**config.mk**
```make
export PLATFORM = sky130hd
export DESIGN_NAME = fetch_watchdog
export DESIGN_NICKNAME = d
export VERILOG_FILES = /design/src/fetch_watchdog_pkg.sv /design/src/fetch_watchdog.sv
export SDC_FILE = /design/constraint.sdc
export NUM_CORES = 1
export LEC_CHECK = 0
export BUFFER_PORTS_ARGS = -buffer_cell sky130_fd_sc_hd__buf_2
export CORE_MARGIN = 1
export CORE_UTILIZATION = 55
export DETAILED_ROUTE_END_ITERATION = 8
export HOLD_SLACK_MARGIN = 0.1
export PLACE_DENSITY = 0.82
export SETUP_SLACK_MARGIN = 0.1
export SYNTH_ARGS = -nofsm -noshare
export SYNTH_HDL_FRONTEND = slang
export SYNTH_SLANG_ARGS = --single-unit
```
**constraint.sdc**
```tcl
create_clock -name i_clk -period 4.3 [get_ports i_clk]
set_clock_uncertainty 0.1 [all_clocks]
set_input_delay 0.86 -clock i_clk [delete_from_list [all_inputs] [get_ports i_clk]]
set_output_delay 0.86 -clock i_clk [all_outputs]
set_load 0.02 [all_outputs]
```
**src/fetch_watchdog_pkg.sv**
```systemverilog
// Package: register map, fields, keys and reset values of the fetch watchdog
package fetch_watchdog_pkg;
  localparam logic [3:0] ADDR_FIRST_KEY = 4'h0;
  localparam logic [3:0] ADDR_CLEAR_KEY = 4'h1;
  localparam logic [3:0] ADDR_STATUS = 4'h2;
  localparam logic [3:0] ADDR_COUNT_LOW = 4'h3;
  localparam logic [3:0] ADDR_COUNT_HIGH = 4'h4;
  localparam logic [3:0] ADDR_TIMEOUT_LOW = 4'h5;
  localparam logic [3:0] ADDR_TIMEOUT_HIGH = 4'h6;
  localparam logic [3:0] ADDR_WINDOW_LOW = 4'h7;
  localparam logic [3:0] ADDR_WINDOW_HIGH = 4'h8;
  localparam logic [3:0] ADDR_HOLD = 4'h9;
  localparam logic [7:0] FIRST_KEY_VALUE = 8'h40;
  localparam logic [7:0] CLEAR_KEY_VALUE = 8'h08;
  localparam int FIRST_KEY_LSB = 8;
  localparam int SECOND_KEY_LSB = 0;
  localparam int STAT_FIRST_ERR_BIT = 7;
  localparam int STAT_SECOND_ERR_BIT = 6;
  localparam int STAT_EVENT_BIT = 5;
  localparam int STAT_WINDOW_BIT = 0;
  localparam logic [7:0] KEY_RESET = 8'h00;
  localparam logic [31:0] COUNT_RESET = 32'h0000_0000;
  localparam logic [15:0] HOLD_RESET = 16'h0000;
endpackage : fetch_watchdog_pkg

```
**src/fetch_watchdog.sv**
```systemverilog
// Fetch watchdog: clear key sequence, status flags and counter readback
//
// Implementation choices: strobed register access and the register offsets.
`timescale 1ns/1ps

// Summary of operation
// - Clear key after correct first key clears both keys and counter.
// - Wrong clear key sets second error, stores value for one cycle, then the event clears both keys.
// - Second key field clears on watchdog reset event.
// - Wrong first key sets status bit 7.
// - Wrong second key sets status bit 6.
// - Status bit 5 sets when counter reaches timeout value.
// - Wrong key before next counter increment also sets event bit.
// - Error and event bits not software writable, reset to zero.
// - Status bit 0 reads clear window open state.
// - Low count register reads counter bits 15:0.
// - High count register reads counter bits 31:16.
// - Low timeout register mirrors configured timeout bits 15:0.
// - High timeout register mirrors configured timeout bits 31:16.
// - Low window register mirrors configured window bits 15:0.
// - High window register mirrors configured window bits 31:16.
// - First key is 0x40; other values set first error.
// - Counter advances per fetch until timeout match.
// - Counter is 32 bits; match value from two 16-bit words.
// - Hold register captures upper count only on count readback.
module fetch_watchdog (
  input wire logic i_clk,
  input wire logic i_rst,
  input wire logic [3:0] i_addr,
  input wire logic [15:0] i_wdata,
  input wire logic i_wr,
  input wire logic i_rd,
  input wire logic i_fetch,
  input wire logic i_clear_window_open,
  input wire logic [15:0] i_timeout_fuse_low,
  input wire logic [15:0] i_timeout_fuse_high,
  input wire logic [15:0] i_window_fuse_low,
  input wire logic [15:0] i_window_fuse_high,
  output logic [15:0] o_rdata,
  output logic o_reset_request,
  output logic o_watchdog_event
);

  //--------------------------------------------------------------
  // State registers
  //--------------------------------------------------------------
  logic [7:0] first_key_field_reg;
  logic [7:0] second_key_field_reg;
  logic first_key_error_reg;
  logic second_key_error_reg;
  logic watchdog_event_reg;
  logic [31:0] fetch_count_reg;
  logic [15:0] held_upper_count_reg;
  logic [15:0] rdata_reg;
  logic [15:0] rdata_next;
  logic reset_request_reg;

  //--------------------------------------------------------------
  // Decode nets
  //--------------------------------------------------------------
  logic [31:0] timeout_config_value;
  logic [31:0] window_config_value;
  logic [31:0] fetch_count_inc;
  logic [7:0] first_key_written;
  logic [7:0] second_key_written;
  logic wr_first;
  logic wr_second;
  logic first_key_armed;
  logic bad_first;
  logic bad_second;
  logic good_clear;
  logic timeout_low_match;
  logic timeout_high_match;
  logic timeout_hit;
  logic event_cause;
  logic key_clear;
  logic count_step;
  logic rd_count_low;
  logic rd_count_high;
  logic count_read;
  logic [15:0] first_key_word;
  logic [15:0] second_key_word;
  logic [15:0] status_word;

  //--------------------------------------------------------------
  // Configuration words
  //--------------------------------------------------------------
  assign timeout_config_value = {i_timeout_fuse_high, i_timeout_fuse_low};
  assign window_config_value = {i_window_fuse_high, i_window_fuse_low};
  assign timeout_low_match = (fetch_count_reg[15:0] == i_timeout_fuse_low);
  assign timeout_high_match = (fetch_count_reg[31:16] == i_timeout_fuse_high);
  assign timeout_hit = timeout_low_match && timeout_high_match;

  //--------------------------------------------------------------
  // Key decode
  //--------------------------------------------------------------
  assign wr_first = i_wr && (i_addr == fetch_watchdog_pkg::ADDR_FIRST_KEY);
  assign wr_second = i_wr && (i_addr == fetch_watchdog_pkg::ADDR_CLEAR_KEY);
  assign first_key_written = i_wdata[fetch_watchdog_pkg::FIRST_KEY_LSB +: 8];
  assign second_key_written = i_wdata[fetch_watchdog_pkg::SECOND_KEY_LSB +: 8];
  assign first_key_armed = (first_key_field_reg == fetch_watchdog_pkg::FIRST_KEY_VALUE);
  assign bad_first = wr_first && (first_key_written != fetch_watchdog_pkg::FIRST_KEY_VALUE);
  assign good_clear = wr_second && (second_key_written == fetch_watchdog_pkg::CLEAR_KEY_VALUE) && first_key_armed;
  assign bad_second = wr_second && !good_clear;

  //--------------------------------------------------------------
  // Event, counter and readback decode
  //--------------------------------------------------------------
  assign event_cause = timeout_hit || bad_first || bad_second;
  assign key_clear = i_rst || watchdog_event_reg;
  assign fetch_count_inc = fetch_count_reg + 32'h0000_0001;
  assign count_step = i_fetch && !timeout_hit;
  assign rd_count_low = i_rd && (i_addr == fetch_watchdog_pkg::ADDR_COUNT_LOW);
  assign rd_count_high = i_rd && (i_addr == fetch_watchdog_pkg::ADDR_COUNT_HIGH);
  assign count_read = rd_count_low || rd_count_high;

  //--------------------------------------------------------------
  // First key field
  //--------------------------------------------------------------
  always_ff @(posedge i_clk)
  begin
    if (key_clear)
    begin
      first_key_field_reg <= fetch_watchdog_pkg::KEY_RESET;
    end
    else if (good_clear)
    begin
      first_key_field_reg <= fetch_watchdog_pkg::KEY_RESET;
    end
    else if (wr_first)
    begin
      first_key_field_reg <= first_key_written;
    end
  end

  //--------------------------------------------------------------
  // Second key field, cleared by the event the cycle after a wrong first key
  //--------------------------------------------------------------
  always_ff @(posedge i_clk)
  begin
    if (key_clear)
    begin
      second_key_field_reg <= fetch_watchdog_pkg::KEY_RESET;
    end
    else if (good_clear)
    begin
      second_key_field_reg <= fetch_watchdog_pkg::KEY_RESET;
    end
    else if (wr_second)
    begin
      second_key_field_reg <= second_key_written;
    end
  end

  //--------------------------------------------------------------
  // First key error flag
  //--------------------------------------------------------------
  always_ff @(posedge i_clk)
  begin
    if (i_rst)
    begin
      first_key_error_reg <= 1'b0;
    end
    else if (bad_first)
    begin
      first_key_error_reg <= 1'b1;
    end
  end

  //--------------------------------------------------------------
  // Second key error flag
  //--------------------------------------------------------------
  always_ff @(posedge i_clk)
  begin
    if (i_rst)
    begin
      second_key_error_reg <= 1'b0;
    end
    else if (bad_second)
    begin
      second_key_error_reg <= 1'b1;
    end
  end

  //--------------------------------------------------------------
  // Event flag, sticky until reset
  //--------------------------------------------------------------
  always_ff @(posedge i_clk)
  begin
    if (i_rst)
    begin
      watchdog_event_reg <= 1'b0;
    end
    else if (event_cause)
    begin
      watchdog_event_reg <= 1'b1;
    end
  end

  //--------------------------------------------------------------
  // Fetch counter
  //--------------------------------------------------------------
  always_ff @(posedge i_clk)
  begin
    if (i_rst)
    begin
      fetch_count_reg <= fetch_watchdog_pkg::COUNT_RESET;
    end
    else if (good_clear)
    begin
      fetch_count_reg <= fetch_watchdog_pkg::COUNT_RESET;
    end
    else if (count_step)
    begin
      fetch_count_reg <= fetch_count_inc;
    end
  end

  //--------------------------------------------------------------
  // Hold register
  //--------------------------------------------------------------
  always_ff @(posedge i_clk)
  begin
    if (i_rst)
    begin
      held_upper_count_reg <= fetch_watchdog_pkg::HOLD_RESET;
    end
    else if (count_read)
    begin
      held_upper_count_reg <= fetch_count_reg[31:16];
    end
  end

  //--------------------------------------------------------------
  // Reset request pulse
  //--------------------------------------------------------------
  always_ff @(posedge i_clk)
  begin
    if (i_rst)
    begin
      reset_request_reg <= 1'b0;
    end
    else
    begin
      reset_request_reg <= event_cause && !watchdog_event_reg;
    end
  end

  //--------------------------------------------------------------
  // Key readback words
  //--------------------------------------------------------------
  always_comb
  begin
    first_key_word = 16'h0000;
    first_key_word[fetch_watchdog_pkg::FIRST_KEY_LSB +: 8] = first_key_field_reg;
    second_key_word = 16'h0000;
    second_key_word[fetch_watchdog_pkg::SECOND_KEY_LSB +: 8] = second_key_field_reg;
  end

  //--------------------------------------------------------------
  // Status word
  //--------------------------------------------------------------
  always_comb
  begin
    status_word = 16'h0000;
    status_word[fetch_watchdog_pkg::STAT_FIRST_ERR_BIT] = first_key_error_reg;
    status_word[fetch_watchdog_pkg::STAT_SECOND_ERR_BIT] = second_key_error_reg;
    status_word[fetch_watchdog_pkg::STAT_EVENT_BIT] = watchdog_event_reg;
    status_word[fetch_watchdog_pkg::STAT_WINDOW_BIT] = i_clear_window_open;
  end

  //--------------------------------------------------------------
  // Read select, zero when no read
  //--------------------------------------------------------------
  always_comb
  begin
    rdata_next = 16'h0000;
    if (i_rd)
    begin
      case (i_addr)
        fetch_watchdog_pkg::ADDR_FIRST_KEY:
        begin
          rdata_next = first_key_word;
        end
        fetch_watchdog_pkg::ADDR_CLEAR_KEY:
        begin
          rdata_next = second_key_word;
        end
        fetch_watchdog_pkg::ADDR_STATUS:
        begin
          rdata_next = status_word;
        end
        fetch_watchdog_pkg::ADDR_COUNT_LOW:
        begin
          rdata_next = fetch_count_reg[15:0];
        end
        fetch_watchdog_pkg::ADDR_COUNT_HIGH:
        begin
          rdata_next = fetch_count_reg[31:16];
        end
        fetch_watchdog_pkg::ADDR_TIMEOUT_LOW:
        begin
          rdata_next = timeout_config_value[15:0];
        end
        fetch_watchdog_pkg::ADDR_TIMEOUT_HIGH:
        begin
          rdata_next = timeout_config_value[31:16];
        end
        fetch_watchdog_pkg::ADDR_WINDOW_LOW:
        begin
          rdata_next = window_config_value[15:0];
        end
        fetch_watchdog_pkg::ADDR_WINDOW_HIGH:
        begin
          rdata_next = window_config_value[31:16];
        end
        fetch_watchdog_pkg::ADDR_HOLD:
        begin
          rdata_next = held_upper_count_reg;
        end
        default:
        begin
          rdata_next = 16'h0000;
        end
      endcase
    end
  end

  always_ff @(posedge i_clk)
  begin
    if (i_rst)
    begin
      rdata_reg <= 16'h0000;
    end
    else
    begin
      rdata_reg <= rdata_next;
    end
  end

  //--------------------------------------------------------------
  // Outputs
  //--------------------------------------------------------------
  assign o_rdata = rdata_reg;
  assign o_reset_request = reset_request_reg;
  assign o_watchdog_event = watchdog_event_reg;

endmodule : fetch_watchdog

```
Yosys cells after proc, flatten, opt, wreduce, memory -nomap -nowiden:

Cells that the tools add are included.
Widths: inputs -> output; s select.

* output and inout bits: 18
* register bits after elaboration: 84
* bits of input ports: 90

* $add $sub $neg: 1
* reductions and logical operators: 22
* bitwise gates (word level): 1
* multiplexer cells: 1
* eq/ne operators: 14

Operators by type and width (count)
* $pmux 16 s10: 1
* $add 32x1->32 const B: 1
* $eq 16x16->1: 2
* $eq 4x3->1 const B: 4
* $logic_and 1x1->1: 11
* $eq 4x2->1 const B: 2
* $eq 4x4->1 const B: 2
* $eq 8x4->1 const B: 1
* $eq 8x7->1 const B: 1
* $ne 8x7->1 const B: 1
* $reduce_or 2->1: 3
* $eq 4x1->1 const B: 1
* $logic_not 4->1: 1
* $logic_or 1x1->1: 4
* $logic_not 1->1: 3
* $not 1->1: 1

Depth between registers and ports, before layout:

* depth after elaboration: 8
* mapped depth: 9
* depth with buffers taken out: 7

Worst setup path before layout:

OpenSTA, ideal clock, no wires.

* kind: input-to-reg
* start point: in i_addr[1]
* end point: reg fetch_count_reg[0]
* required time: 4072 ps
* path buffers: 3
* stages: 7
* setup slack: 1683 ps
* arrival time: 2389 ps
* library setup time: 128 ps
* cells stage by stage: buf_2 -> nor2b_1 -> nand3_1 -> o21bai_1 -> clkbuf_8 -> clkbuf_1 -> nor2_1

* longest elaborated chain between the ends: 5

RTL lines
* start, declared: line fetch_watchdog.sv:29 `input wire logic [3:0] i_addr,`
* $eq 4x1->1: line fetch_watchdog.sv:98 `assign wr_second = i_wr && (i_addr == fetch_watchdog_pkg::ADDR_CLEAR_KEY);`
* $logic_and 1x1->1: line fetch_watchdog.sv:98
* $logic_and 1x1->1 (2 in a row): line fetch_watchdog.sv:103 `assign good_clear = wr_second && (second_key_written == fetch_watchdog_pkg::CLEAR_KEY_VALUE) && first_key_arme ...`
* $reduce_or 2->1 (no source line)
* end signal, assigned: line fetch_watchdog.sv:207 `fetch_count_reg <= fetch_watchdog_pkg::COUNT_RESET;`
* end signal, assigned: line fetch_watchdog.sv:211 `fetch_count_reg <= fetch_watchdog_pkg::COUNT_RESET;`
* end signal, assigned: line fetch_watchdog.sv:215 `fetch_count_reg <= fetch_count_inc;`
* end, declared: line fetch_watchdog.sv:52 `logic [31:0] fetch_count_reg;`

No other way between the ends.
A chain may end at the register's enable or synchronous reset.

Final worst setup path:

* start point: in i_addr[0]
* end point: reg first_key_field_reg[5]

* longest elaborated chain between the ends: 5

RTL lines
* $eq 4x1->1: line fetch_watchdog.sv:98
* $logic_and 1x1->1: line fetch_watchdog.sv:98
* $logic_and 1x1->1 (2 in a row): line fetch_watchdog.sv:103
* $reduce_or 2->1 (no source line)
* end signal, assigned: line fetch_watchdog.sv:124 `first_key_field_reg <= fetch_watchdog_pkg::KEY_RESET;`
* end signal, assigned: line fetch_watchdog.sv:128 `first_key_field_reg <= fetch_watchdog_pkg::KEY_RESET;`
* end signal, assigned: line fetch_watchdog.sv:132 `first_key_field_reg <= first_key_written;`
* end, declared: line fetch_watchdog.sv:47 `logic [7:0] first_key_field_reg;`

Several ways; a longest one is shown, not always the timed one.

==> results.json <==
{
  "status": "completed",
  "drc": 0,
  "ff2ff_path_depth": 6,
  "synthTopCellsByArea": "dfxtp_1, nand2_1, xor2_1, a21oi_1, a22oi_1",
  "worstHoldPathCells": 1,
  "synth_async_sr_flop_share_pct": 0,
  "tightest_slew_ps": 1235,
  "clock_path_buffers": 2,
  "synth-main-ff-cell": "dfxtp_1",
  "startpoint_type": "primary input",
  "yosys.area.top_type_share_pct": 36.49,
  "use_met2_pct": 56.68,
  "cts_max_level": 3,
  "vdd_drop_max_mv": 0.1623,
  "cts_setup_buffers": 0,
  "hold_violations": 0,
  "yosysTopAreaCell": "dfxtp_1",
  "grt_usage_pct": 35.79,
  "clk_pin_slew_ps": 90,
  "grt_util_met1_pct": 45.54,
  "grt_max_degree": 26,
  "finalSetupViolCount": 0,
  "hold_buffers": 0,
  "worst_ep_arrival_time_ps": 2980,
  "layout-drive-gt1-share_pct": 24.73,
  "clock.fmax_mhz": 352.0,
  "die_y_um": 93.54,
  "fp-row-count": 33,
  "routed_wl_mm": 15.64,
  "grt_use_met3_pct": 8.293,
  "yosysMostFrequentCell": "dfxtp_1",
  "ys_ff_latch": 84,
  "grt_pass1_wl_mm": 23.43,
  "grt-ovfl-total": 0,
  "cts.repair.resized": 0,
  "cts_made_buffers": 9,
  "tritoncts": "built",
  "crit_type": "in -> reg",
  "clk-insertion-delay-late_ps": 380,
  "drtIter0Drc": 517,
  "firstDrtPassIters": 5,
  "timing.slew.headroom_pct": 17.03,
  "syn_nets": 640,
  "clkSinkCount": 84,
  "tns_ps": 0,
  "die_x_um": 93.54,
  "final_design_area_no_fill_um2": 5349,
  "min_period_ps": 2841,
  "antenna_left": 0,
  "ys_seq_area_share_pct": 36.49,
  "fin_util_pct": 65.43,
  "avgSynthCellArea_um2": 8.394,
  "start_util_pct": 56.37,
  "syn-cell-area_um2": 4608,
  "antenna_found_initial": 0,
  "synth_warnings": 0,
  "grt_busiest_layer": "met2",
  "rsz0062_at_grt": "no",
  "io_pins": 108,
  "diodes": 0,
  "core_region_area_um2": 8175,
  "synth_top_cells_by_count": "dfxtp_1, nand2_1, a21oi_1, nor2_1, xor2_1",
  "p_leak_nw": 2.169,
  "dpl.hpwl_mm": 11.38,
  "largest_reg_flops": 32,
  "placed_area_um2": 5149,
  "place.gp.congestion": 0.9564,
  "viasPerCell": 6.604,
  "vias": 4940,
  "cellPowerDensity_nw_per_um2": 289.8,
  "place.port_buffers": 107,
  "layout.nets": 729,
  "fill_cells": 731,
  "slew_violations": 0,
  "cap_violations": 0,
  "synthCells": 549,
  "min-delay-path-class": "reg -> reg",
  "synth_edf_count": 0,
  "cp.required_ps": 4440,
  "first_global_vias": 4434,
  "wire_per_inst_um": 20.91,
  "period_share_pct": 66.07,
  "critPathMaxFanout": 25,
  "syn_to_final_growth_pct": 16.07,
  "fp.dieArea_um2": 8749,
  "end_kind": "flop",
  "cts_root_buffer": "clkbuf_8",
  "ys_types": 64
}
[layout make-up]
cell class | instances | area, um^2 | area share (%)
flip-flops and latches | 84 | 1682 | 31.44
clock inverters | 7 | 76.32 | 1.427
well taps | 105 | 131.4 | 2.456
clock buffers | 9 | 123.9 | 2.316
multi-input cells | 419 | 2695 | 50.39
repair buffers | 118 | 618.1 | 11.56
inverters | 6 | 22.52 | 0.4211
[power breakdown]
part | switching [mW] | internal, mW | leakage [nW]
Clock | 0.321 | 0.271 | 0.0958
Combinational | 0.103 | 0.0630 | 1.40
Sequential | 0.00725 | 0.784 | 0.678
Total | 0.431 | 1.12 | 2.17
[layer usage]
layer	part of all wire [%]	vias to the layer above
li1	-	2209
met5	0	-
met2	45	345
met4	4.0	0
met1	41	2328
met3	9.9	58
[per-stage QoR]
step           setup WS [ps]  instances  power (mW)  hold WS (ps)
2_1_floorplan           1683        549      0.8839         324.9
3_3_place_gp            1201        732      0.9681         335.9
3_5_place_dp            1171        732      0.9710         342.8
4_1_cts                 1559        748       1.541         355.8
5_1_grt                 1332        748       1.587         379.0
6_report                1459        748       1.550         358.6
[final timing paths]
path | start | to | slack (ps)
worst max-delay path | i_addr[0] | first_key_field_reg[5]$_SDFFE_PP0P_ | 1460
worst min-delay path | o_watchdog_event$_SDFFE_PP0P_ | o_reset_request$_SDFF_PP0_ | 360
worst max register to register | fetch_count_reg[18]$_SDFFE_PP0P_ | fetch_count_reg[21]$_SDFFE_PP0P_ | 1620
worst min register to register | o_watchdog_event$_SDFFE_PP0P_ | o_reset_request$_SDFF_PP0_ | 360
[critical path, cell delays in order]
cell and delay (ps):
buf_2 240, nor2b_1 340, nand3_1 380, o21ba_2 520
nand2_1 510, nor2_1 110
[logic make-up (layout without fill, tap and decap cells)]
family | Yosys count | count (layout) | synth area share (%)
AOI/OAI and AO/OA | 154 | 154 | 23.76
and+or+nand+nor | 208 | 208 | 23.05
buffers and inverters | 46 | 140 | 5.349
xor gates and xnor gates | 40 | 40 | 7.603
DFF | 84 | 84 | 36.49
adders and majority gates | 1 | 1 | 0.2715
muxes | 16 | 16 | 3.475
[placed cells by master (no fill, tap or decap), drive strengths merged, types with 6 or more instances in the layout]
cell type / netlist / routed
dfxtp: 84 / 84
o21ai: 6 / 6
buf: 16 / 118
xor2: 33 / 33
inv: 6 / 7
nand2b: 9 / 9
a21oi: 41 / 41
nand4: 10 / 10
nor2: 40 / 40
nor3: 9 / 9
clkbuf: 24 / 9
nand2: 82 / 82
a221oi: 15 / 15
a31oi: 18 / 18
xnor2: 7 / 7
mux2i: 16 / 16
nor4: 13 / 13
a22o: 15 / 15
and3: 7 / 7
a22oi: 27 / 27
nand3: 14 / 14
Power figures use the tool's default switching activity.
